$ cat src/query_pkg.sv
// Purpose: shared constants for the query and readback block
// Assumes: byte-wide register command port, 8-bit register addresses
// Notes:   offsets are the printed register addresses
package query_pkg;
   localparam logic [7:0] STATE_QUERY_ADDR   = 8'h19;
   localparam logic [7:0] STATUS_QUERY_ADDR  = 8'h1A;
   localparam logic [7:0] TEMP_QUERY_ADDR    = 8'h1B;
   localparam logic [7:0] INFO_QUERY_ADDR    = 8'h1C;
   localparam logic [7:0] SERIAL_RETURN_ADDR = 8'h1D;
   localparam logic [2:0] MODE_SAVE          = 3'h0;
   localparam logic [2:0] MODE_FREQ          = 3'h1;
   localparam logic [2:0] MODE_STEP          = 3'h2;
   localparam logic [2:0] MODE_GAIN_ONE      = 3'h3;
   localparam logic [2:0] MODE_GAIN_TWO      = 3'h4;
   localparam logic [2:0] MODE_ATTEN         = 3'h5;
   localparam logic [2:0] INFO_SERIAL        = 3'h0;
   localparam logic [2:0] INFO_HW_REV        = 3'h1;
   localparam logic [2:0] INFO_FW_REV        = 3'h2;
   localparam logic [2:0] INFO_MFG_DATE      = 3'h3;
   localparam logic [2:0] INFO_CAL_DATE      = 3'h4;
   localparam int         SEL_W              = 3;
   localparam int         TEMP_LIMIT_DEGC    = 75;
   localparam logic [31:0] BUFFER_RESET      = 32'h0000_0000;
   typedef enum logic [1:0] {
      ST_IDLE  = 2'b00,
      ST_FETCH = 2'b01,
      ST_LOAD  = 2'b10
   } query_state_t;
endpackage

$ cat src/info_bus_if.sv
// Purpose: carrier between the interpreter and the unit information store
// Assumes: one read per request, data one cycle later
// Notes:   none
`timescale 1ns/10ps
`default_nettype none
interface info_bus_if;
   logic [2:0]  sel;
   logic        rd;
   logic [31:0] data;
   modport reader (output sel, output rd, input data);
   modport store  (input sel, input rd, output data);
endinterface
`default_nettype wire

$ cat src/query_readback_registers.sv
// Purpose: query command interpreter with output buffer for USB and SPI readback
// Assumes: register writes arrive as address plus data byte pulses
// Notes:   the output buffer is shared by both paths
// Functional notes
// - state mode 0 saves present configuration as power-up default.
// - state mode 1 returns present RF frequency in MHz.
// - state mode 2 returns tuning step size in MHz.
// - state mode 3 returns channel one conversion gain float.
// - state mode 4 returns channel two conversion gain float.
// - state mode 5 returns four attenuator bytes, chan two atten two highest.
// - state result appears on USB word and SPI return buffer.
// - host writes zero to status query; device loads 16-bit status.
// - status bits 15,14,13 report reference, first, second loop lock.
// - status bit 12 set when temperature exceeds 75 degC.
// - status bit 11 set when external reference detected.
// - bits 10,9,8 reference lock, monitor ports, standby; 7:0 reserved.
// - USB carries status in first two bytes; host reads two.
// - SPI carries status in last two of four bytes.
// - temperature query returns raw 32-bit float word.
// - info query loads item chosen by three-bit type field.
// - info codes serial, hw rev, fw rev, manufacture date, calibration date.
// - info result readable on USB at once, no further command.
// - SPI read of return buffer delivers result and clears buffer.
// - serial and dates unsigned, revisions float words.
// - dates pack year, month, day, hour from top byte down.
`timescale 1ns/10ps
`default_nettype none
module query_readback_registers #(
   parameter logic [31:0] SERIAL_NUMBER = 32'h0000_0001, // arbitrary value
   parameter logic [31:0] HW_REVISION   = 32'h3F80_0000,
   parameter logic [31:0] FW_REVISION   = 32'h3F80_0000,
   parameter logic [31:0] CAL_DATE      = 32'h0000_0000,
   parameter logic [7:0]  MFG_YEAR      = 8'h0F,
   parameter logic [7:0]  MFG_MONTH     = 8'h01,
   parameter logic [7:0]  MFG_DAY       = 8'h01,
   parameter logic [7:0]  MFG_HOUR      = 8'h00
) (
   // clock and reset
   input  wire logic        clk,
   input  wire logic        rst_n,
   // register command port
   input  wire logic        cmd_wr,
   input  wire logic [7:0]  cmd_addr,
   input  wire logic [7:0]  cmd_data,
   input  wire logic        spi_return_rd,
   // device state inputs
   input  wire logic [31:0] rf_freq_mhz,
   input  wire logic [31:0] tune_step_mhz,
   input  wire logic [31:0] gain_chan_one,
   input  wire logic [31:0] gain_chan_two,
   input  wire logic [7:0]  chan_one_atten_one,
   input  wire logic [7:0]  chan_one_atten_two,
   input  wire logic [7:0]  chan_two_atten_one,
   input  wire logic [7:0]  chan_two_atten_two,
   input  wire logic [31:0] temperature_word,
   input  wire logic signed [15:0] temperature_degc,
   input  wire logic        ref_lock,
   input  wire logic        first_oscillator_lock,
   input  wire logic        second_oscillator_lock,
   input  wire logic        ext_ref_detect,
   input  wire logic        ref_lock_enabled,
   input  wire logic        monitor_enabled,
   input  wire logic        standby_active,
   // readback
   output logic [31:0]      usb_word,
   output logic [31:0]      spi_return_word,
   output logic             result_valid,
   output logic             save_default,
   output logic             overheat_flag
);
   info_bus_if ibus ();
   // decoded query strobes
   logic        state_hit;
   logic        status_hit;
   logic        temp_hit;
   logic        info_hit;
   logic        return_hit;
   logic        fetch_now;
   logic        mode_loads;
   logic        over_limit;
   // command fields
   logic [2:0]  mode_field;
   logic [2:0]  info_sel;
   // result sources
   logic [31:0] mfg_date_word;
   logic [31:0] info_word;
   logic [31:0] state_word;
   logic [31:0] atten_word;
   logic [15:0] status_word;
   // output buffer
   logic [31:0] buffer_reg;
   logic [31:0] buffer_next;
   logic        load_now;
   logic        fetch_date_reg;
   query_pkg::query_state_t state_reg;

   // one address decoder shared by every query strobe
   function automatic logic write_hits(
      input logic       wr,
      input logic [7:0] addr,
      input logic [7:0] target
   );
      return wr && (addr == target);
   endfunction

   // modes 0, 6 and 7 leave the buffer untouched
   function automatic logic mode_has_result(
      input logic [2:0] mode
   );
      case (mode)
         query_pkg::MODE_FREQ:     return 1'b1;
         query_pkg::MODE_STEP:     return 1'b1;
         query_pkg::MODE_GAIN_ONE: return 1'b1;
         query_pkg::MODE_GAIN_TWO: return 1'b1;
         query_pkg::MODE_ATTEN:    return 1'b1;
         default:                  return 1'b0;
      endcase
   endfunction

   // signed compare, so a reading below zero never looks hot
   function automatic logic above_limit(
      input logic signed [15:0] degc
   );
      return degc > 16'(query_pkg::TEMP_LIMIT_DEGC);
   endfunction

   // manufacture date, year in the top byte
   date_packer u_date (
      .year  (MFG_YEAR),
      .month (MFG_MONTH),
      .day   (MFG_DAY),
      .hour  (MFG_HOUR),
      .word  (mfg_date_word)
   );

   // store slot 3 is never shown: the packed date stands in for it
   unit_info_store #(
      .SERIAL_NUMBER (SERIAL_NUMBER),
      .HW_REVISION   (HW_REVISION),
      .FW_REVISION   (FW_REVISION),
      .CAL_DATE      (CAL_DATE)
   ) u_store (
      .clk   (clk),
      .rst_n (rst_n),
      .bus   (ibus.store)
   );

   // query strobes, one per register address
   assign state_hit  = write_hits(cmd_wr, cmd_addr, query_pkg::STATE_QUERY_ADDR);
   assign status_hit = write_hits(cmd_wr, cmd_addr, query_pkg::STATUS_QUERY_ADDR);
   assign temp_hit   = write_hits(cmd_wr, cmd_addr, query_pkg::TEMP_QUERY_ADDR);
   assign info_hit   = write_hits(cmd_wr, cmd_addr, query_pkg::INFO_QUERY_ADDR);
   // a query write in the same cycle wins over the return read
   assign return_hit = spi_return_rd && !cmd_wr;
   assign fetch_now  = (state_reg == query_pkg::ST_FETCH);

   // reserved command bits never reach the decoders
   assign mode_field = cmd_data[2:0];
   assign info_sel   = cmd_data[query_pkg::SEL_W-1:0];
   assign mode_loads = mode_has_result(mode_field);
   assign over_limit = above_limit(temperature_degc);

   // info lookup through the registered store
   assign ibus.sel = info_sel;
   assign ibus.rd  = info_hit;

   // remembers a date request, whose word comes from the packer instead
   always_ff @(posedge clk or negedge rst_n) begin
      if (!rst_n) begin
         fetch_date_reg <= 1'b0;
      end else begin
         fetch_date_reg <= info_hit && (info_sel == query_pkg::INFO_MFG_DATE);
      end
   end
   assign info_word = fetch_date_reg ? mfg_date_word : ibus.data;

   // attenuators, channel two attenuator two in the top byte
   assign atten_word = {chan_two_atten_two,
                        chan_two_atten_one,
                        chan_one_atten_two,
                        chan_one_atten_one};

   always_comb begin
      state_word = query_pkg::BUFFER_RESET;
      case (mode_field)
         query_pkg::MODE_FREQ:     state_word = rf_freq_mhz;
         query_pkg::MODE_STEP:     state_word = tune_step_mhz;
         query_pkg::MODE_GAIN_ONE: state_word = gain_chan_one;
         query_pkg::MODE_GAIN_TWO: state_word = gain_chan_two;
         query_pkg::MODE_ATTEN:    state_word = atten_word;
         default:                  state_word = query_pkg::BUFFER_RESET;
      endcase
   end

   // status word, one field per line; low byte reserved
   assign status_word = {ref_lock,
                         first_oscillator_lock,
                         second_oscillator_lock,
                         over_limit,
                         ext_ref_detect,
                         ref_lock_enabled,
                         monitor_enabled,
                         standby_active,
                         8'h00};

   // info reads take one extra cycle through the registered store
   always_ff @(posedge clk or negedge rst_n) begin
      if (!rst_n) begin
         state_reg <= query_pkg::ST_IDLE;
      end else begin
         case (state_reg)
            query_pkg::ST_IDLE:  state_reg <= info_hit ? query_pkg::ST_FETCH : query_pkg::ST_IDLE;
            query_pkg::ST_FETCH: state_reg <= query_pkg::ST_LOAD;
            query_pkg::ST_LOAD:  state_reg <= query_pkg::ST_IDLE;
            default:             state_reg <= query_pkg::ST_IDLE;
         endcase
      end
   end

   always_comb begin
      buffer_next = buffer_reg;
      if (fetch_now) begin
         buffer_next = info_word;
      end else if (state_hit) begin
         if (mode_loads) begin
            buffer_next = state_word;
         end
      end else if (status_hit) begin
         // status held high for USB, low for SPI
         buffer_next = {status_word, status_word};
      end else if (temp_hit) begin
         buffer_next = temperature_word;
      end else if (return_hit) begin
         buffer_next = query_pkg::BUFFER_RESET;
      end
   end

   // any query that carries a result marks the buffer valid
   always_comb begin
      load_now = 1'b0;
      if (fetch_now) begin
         load_now = 1'b1;
      end else if (state_hit) begin
         load_now = mode_loads;
      end else if (status_hit || temp_hit) begin
         load_now = 1'b1;
      end
   end

   // the buffer itself; both output flops load the same next value beside it
   always_ff @(posedge clk or negedge rst_n) begin
      if (!rst_n) begin
         buffer_reg <= query_pkg::BUFFER_RESET;
      end else begin
         buffer_reg <= buffer_next;
      end
   end

   // both paths read the same word, each from its own flop
   always_ff @(posedge clk or negedge rst_n) begin
      if (!rst_n) begin
         usb_word <= query_pkg::BUFFER_RESET;
      end else begin
         usb_word <= buffer_next;
      end
   end

   always_ff @(posedge clk or negedge rst_n) begin
      if (!rst_n) begin
         spi_return_word <= query_pkg::BUFFER_RESET;
      end else begin
         spi_return_word <= buffer_next;
      end
   end

   // a fresh load wins over a clear in the same cycle
   always_ff @(posedge clk or negedge rst_n) begin
      if (!rst_n) begin
         result_valid <= 1'b0;
      end else if (load_now) begin
         result_valid <= 1'b1;
      end else if (return_hit) begin
         result_valid <= 1'b0;
      end
   end

   // one-cycle request to the configuration store
   always_ff @(posedge clk or negedge rst_n) begin
      if (!rst_n) begin
         save_default <= 1'b0;
      end else begin
         save_default <= state_hit && (mode_field == query_pkg::MODE_SAVE);
      end
   end

   // level output, one cycle behind the temperature input
   always_ff @(posedge clk or negedge rst_n) begin
      if (!rst_n) begin
         overheat_flag <= 1'b0;
      end else begin
         overheat_flag <= over_limit;
      end
   end
endmodule // query_readback_registers
`default_nettype wire

$ cat src/unit_info_store.sv
// Purpose: small memory of unit information words
// Assumes: contents fixed at build time
// Notes:   read data registered; unused codes read as zero
`timescale 1ns/10ps
`default_nettype none
module unit_info_store #(
   parameter logic [31:0] SERIAL_NUMBER = 32'h0000_0001, // arbitrary value
   parameter logic [31:0] HW_REVISION   = 32'h3F80_0000,
   parameter logic [31:0] FW_REVISION   = 32'h3F80_0000,
   parameter logic [31:0] MFG_DATE      = 32'h0101_0100,
   parameter logic [31:0] CAL_DATE      = 32'h0000_0000
) (
   // clock and reset
   input  wire logic  clk,
   input  wire logic  rst_n,
   // lookup port
   info_bus_if.store  bus
);
   logic [31:0] rom [0:7];
   assign rom[0] = SERIAL_NUMBER;
   assign rom[1] = HW_REVISION;
   assign rom[2] = FW_REVISION;
   assign rom[3] = MFG_DATE;
   assign rom[4] = CAL_DATE;
   assign rom[5] = 32'h0000_0000;
   assign rom[6] = 32'h0000_0000;
   assign rom[7] = 32'h0000_0000;

   always_ff @(posedge clk or negedge rst_n) begin
      if (!rst_n) begin
         bus.data <= 32'h0000_0000;
      end else if (bus.rd) begin
         bus.data <= rom[bus.sel];
      end
   end
endmodule // unit_info_store
`default_nettype wire

$ cat src/date_packer.sv
// Purpose: packs date fields into one word
// Assumes: fields already binary
// Notes:   combinational
`timescale 1ns/10ps
`default_nettype none
module date_packer (
   // fields
   input  wire logic [7:0]  year,
   input  wire logic [7:0]  month,
   input  wire logic [7:0]  day,
   input  wire logic [7:0]  hour,
   // packed word
   output logic [31:0]      word
);
   assign word = {year, month, day, hour};
endmodule // date_packer
`default_nettype wire

$ cat config.mk
export PLATFORM = sky130hd
export DESIGN_NAME = query_readback_registers
export DESIGN_NICKNAME = d
export VERILOG_FILES = /design/src/query_pkg.sv /design/src/info_bus_if.sv /design/src/query_readback_registers.sv /design/src/unit_info_store.sv /design/src/date_packer.sv
export SDC_FILE = /design/constraint.sdc
export NUM_CORES = 1
export LEC_CHECK = 0
export ABC_AREA = 1
export BUFFER_PORTS_ARGS = -buffer_cell sky130_fd_sc_hd__buf_2
export CAP_MARGIN = 20
export CORE_AREA = 2 2 117 119
export CTS_CLUSTER_DIAMETER = 100
export CTS_CLUSTER_SIZE = 16
export DETAILED_ROUTE_END_ITERATION = 12
export DIE_AREA = 0 0 119 121
export HOLD_SLACK_MARGIN = 0.05
export PLACE_DENSITY = 0.6
export SETUP_SLACK_MARGIN = 0.02
export SLEW_MARGIN = 25
export SYNTH_ARGS = -nofsm -noshare
export SYNTH_HDL_FRONTEND = slang
export SYNTH_SLANG_ARGS = --single-unit
$ cat constraint.sdc
create_clock -name clk -period 1.9 [get_ports clk]
set_input_delay 0.38 -clock clk [delete_from_list [all_inputs] [get_ports clk]]
set_output_delay 0.38 -clock clk [all_outputs]
set_load 0.005 [all_outputs]
# After elaboration in Yosys (flattened, before gate mapping)
# Memory sizes are Yosys's and may differ from the RTL's. A register that Yosys moved wholly into a read port is not among the register bits.
# Cells that the tools add are included.
# op_classes
n_mux	16
bitwise	1
eq_ne	11
reduce_logical	16
order_cmp	1
# ops
op	n
$mux 32	7
$pmux 32 s5	1
$eq 8x5->1 const B	4
$gt 16x8->1 const B	1
$logic_and 1x1->1	7
$mux 1	7
$eq 3x2->1 const B	2
$eq 3x3->1 const B	2
$reduce_bool 5->1	1
$reduce_or 5->1	1
$not 3->4	1
$pmux 2 s2	1
$eq 3x1->1 const B	1
$logic_not 3->1	1
$ne 3x1->1 const B	1
$eq 2x1->1 const B	1
$logic_not 1->1	2
$logic_not 2->1	1
$reduce_and 2->1	1
$reduce_bool 2->1	1
$logic_or 1x1->1	1
# word_totals
word_cells	52
output_inout_bits	67
romBits	256
register_bits	38
memories	1
# mem_list
name	words	width	rd	rd_clocked_by_memory_dff	write_ports	line_no	rtl
(name not given)	8	32	1	1	0	unit_info_store.sv:33	bus.data <= rom[bus.sel];

# Logic depth before layout (Yosys ltp)
# logic_depth
ltp_word	7
depth_mapped	15

# Modules after synthesis
# Synthesis repeated with hierarchy kept, for this count alone.
# unflattened
hier_cells	874
area_unflattened_um2	5101.1
# by_module_without_submodules
mod	instances	cells_per_inst	seq_area_each_um2	area_each_um2
query_readback_registers	1	789	950.9	4441.8
unit_info_store	1	53	100.1	419.2
date_packer	1	32	0.0	240.2

# Least setup slack after synthesis
# OpenSTA, ideal clock, no wires.
# synth_path
kind	input port to flip-flop
start	input cmd_data[0]
end	register spi_return_word[29]
slack_ns	0.265
cell_stages	11
required_time_ns	1.771
arrival_time_ns	1.506
setup_ns	0.129
cell_sequence	inv_1 -> ha_1 -> nand2_1 -> nand2_1 -> nor2_1 -> nand3_1 -> nand2_2 -> nand2_4 -> buf_6 -> nor2_1 -> a21oi_2
# synth_between
elab_chain_len	5
elab_cells_between_ends	13
# synth_lines
item	line_no	rtl
start: declaration	query_readback_registers.sv:44	input wire logic [7:0] cmd_data,
$eq 3x2->1 (tied with other cells)	query_readback_registers.sv:110, query_readback_registers.sv:185	
$reduce_or 5->1 (no line) or $pmux 32 s5 (tied branches)	n/a	
$mux 1 or $mux 32 (tied branches)	query_readback_registers.sv:110, query_readback_registers.sv:225	
$ne 3x1->1 (no line) or $mux 32 (tied branches)	n/a	
$reduce_and 2->1 (no line) or $mux 32 (tied branches)	n/a	
end signal: assignment	query_readback_registers.sv:270	spi_return_word <= query_pkg::BUFFER_RESET;
end signal: assignment	query_readback_registers.sv:272	spi_return_word <= buffer_next;
end: declaration	query_readback_registers.sv:66	output logic [31:0] spi_return_word,
# Several ways; a longest one is shown, not always the timed one. The select of a mux whose other input is x is not followed.
# A chain may end at the register's enable or synchronous reset.

# Final worst setup path
# layout_path
start	input cmd_data[0]
end	register spi_return_word[22]
# Same word-level chain as after synthesis.

==> out/qor.txt <==
Status - complete, no violations
Largest register FFs - 32
Area contributors post-synth - nand2_1 (30%), dfrtp_1 (26%), buf_4 (7.8%), nand3_1 (7.3%), nor2_1 (6.7%)
HPWL Detailed - 13,760 microns
RSZ-0062 raised after global routing - false
Reg2Reg Setup Slack - 460 ps
DR DRC count - 0
Hold_buf cts - 0
Finish-stage setup viols - 0
Post-route ant nets - 0
CP bufs+invs - 4
Die W - 119 microns
CTS Buffer Depth - 2
Post-synthesis sequential area ratio - 25.97%
Setup TNS - 0 ps
CTS sink cnt - 42
Pwr/cell area - 436.4 nW/um^2
Mapped Nets - 932
Seq cells post-synth - 42
Synth top area share - 29.95%
Core footprint - 13,090 sq um
Die area - 14,400 sq um
CP endpoint kind - register
DR iter-0 viols - 261
Vias - 5,264
Hold Fails Final Rpt - 0
Max-slew violation count - 0
Port bufs - 294
YS warnings - 0
Most frequent cells in the layout - nand2_1 (323), buf_2 (294), nor2_1 (71), nand3_1 (59), inv_1 (44)
Synth Cell Area - 4048 sq um
Crit path DAT - 1890 ps
Detailed Route WL - 16,360 microns
Layout area overhead - 45.19%
H-tree levels - 2
CP Launch Type - input port
Mapped Cells - 692
TritonCTS clock tree - yes
Final net count - 1,213
First-pass GRT wire length - 25,840 microns
Total power - 2.565 mW
Synth area leader - nand2_1
Drt first pass iters - 6
Largest net degree at the start of global routing - 43
CP max stage delay - 320 ps
Clock latency at the later pin of the worst-skew pair - 280 ps
Clock Pin Slew Worst Setup and Hold Paths - 60 ps
Vias in the first global route - 5,158
Slowest-stage cell, CP - inv_2
Period utilization - 87.89%
Initial antenna violation count - 1
Crit path time final - 1670 ps
Fmax - 598.9 MHz
Worst-path maximum fanout - 22
Crit path required time - 2120 ps
Maximum vdd drop - 0.3189 mV
Critical path cell sequence - buf_2 > inv_1 > ha_1 > nand2_1 > inv_2 > buf_4 > nand2_1 > nand2_1 > nor2_1 > a21oi_1 > nand2_1 > nand2_1
Most common cell after layout, fill and taps aside - nand2_1
Slew @ Worst Pin - 559.2 ps
CTS Buf Count - 5
Final Skew - 4.873 ps
IO Pins - 302
Critical path class - input port to register
Vias per cell - 4.573
WL/cell - 14.21 microns
Starting Density - 30.93%
Synth Area per Inst - 5.849 sq um
Static Leak - 3.513 nW
Row cnt - 42
Cell mode on critical path - nand2_1
Grt ovf - 0
CTS resizes - 0
GPL Wtd Cong - 0.9076
Slew HR - 62.72%
Class of the worst hold path - input port to async pin
CTS Root Cell - clkbuf_16
Layout Utilization - 44.91%
Layout cells sized above 1 - 37.58%
Post-CTS Setup Repair Bufs - 0
Die Span Y - 121 microns
Max_cap viols - 0
Layout fillers - 1,427
Total track usage - 22.82%
Distinct cell type count after synthesis - 25
Critical path's top delay family - buffers and inverters
==> report_power, final <==
part / total, mW / internal [mW] / leakage, nW / switching (mW)
combinational: 0.745 / 0.368 / 2.88 / 0.377
clock: 0.857 / 0.521 / 0.0739 / 0.336
sequential: 0.962 / 0.932 / 0.561 / 0.0303
total: 2.56 / 1.82 / 3.51 / 0.743
==> final cells by class <==
cell class                      count  area, sq um  share of cell area [%]
Tap cell                          176        220.2                   3.747
Antenna cell                        1        2.502                 0.04258
Sequential cell                    42         1051                   17.88
Timing Repair Buffer              335         1892                   32.19
Inverter                           49        183.9                   3.130
Clock inverter                      1        5.005                 0.08516
Clock buffer                        7        142.6                   2.427
Multi-Input combinational cell    540         2380                   40.49
==> final timing paths <==
path	startpoint	end	cells past startpoint
worst max register to register	state_reg[0]	spi_return_word[22]	8
worst max-delay path	cmd_data[0]	spi_return_word[22]	12
min in group clk	temperature_degc[15]	overheat_flag	2
worst min-delay path	rst_n	spi_return_word[3]	2
worst min register to register	state_reg[1]	state_reg[0]	1
max in group asynchronous	rst_n	spi_return_word[15]	2
==> per-stage QoR <==
step                cell area [sq um]  worst slack [ps]  std cells  hold WS (ps)
global route                     5877             35.83       1151         227.0
CTS                              5874             236.6       1150         194.8
detailed placement               5727            -53.89       1142         417.2
global placement                 5727            -32.42       1142         416.1
floorplan                        4048             264.8        692         84.41
finish                           5877             230.2       1151         169.1
==> per-layer routing <==
| metal | share of wire, % | track usage, % | up-vias |
|---|---|---|---|
| met4 | 2.5 | 7.143 | 0 |
| met3 | 6.5 | 3.947 | 21 |
| met2 | 49 | 40.95 | 247 |
| met5 | 0 | 0 | - |
| li1 | - | - | 2701 |
| met1 | 41 | 27.76 | 2295 |
==> cell families (layout without fill, tap and decap cells) <==
family,Yosys count,in the layout,share of synthesized area (%)
simple gates,475,475,47.97
fa+ha+maj,5,5,1.546
flops,42,42,25.97
buf+inv,110,392,15.30
other cells,0,1,0
compound gates,60,60,9.212
==> Yosys cell counts <==
cell type,n
o21ai_0,5
a21boi_0,1
o2111ai_1,13
nor2_1,72
buf_2,9
nand3_1,59
nand2_1,323
inv_1,44
nand4_1,3
nand2_2,2
buf_4,42
a21oi_2,5
ha_1,5
a21oi_1,35
dfrtp_1,42
nand2_4,1
clkbuf_1,5
nand3_2,1
o31ai_1,1
nand3b_1,2
buf_6,5
nor2_2,4
nor3_1,3
inv_2,5
nor2_4,5
Power figures use the tool's default switching activity.
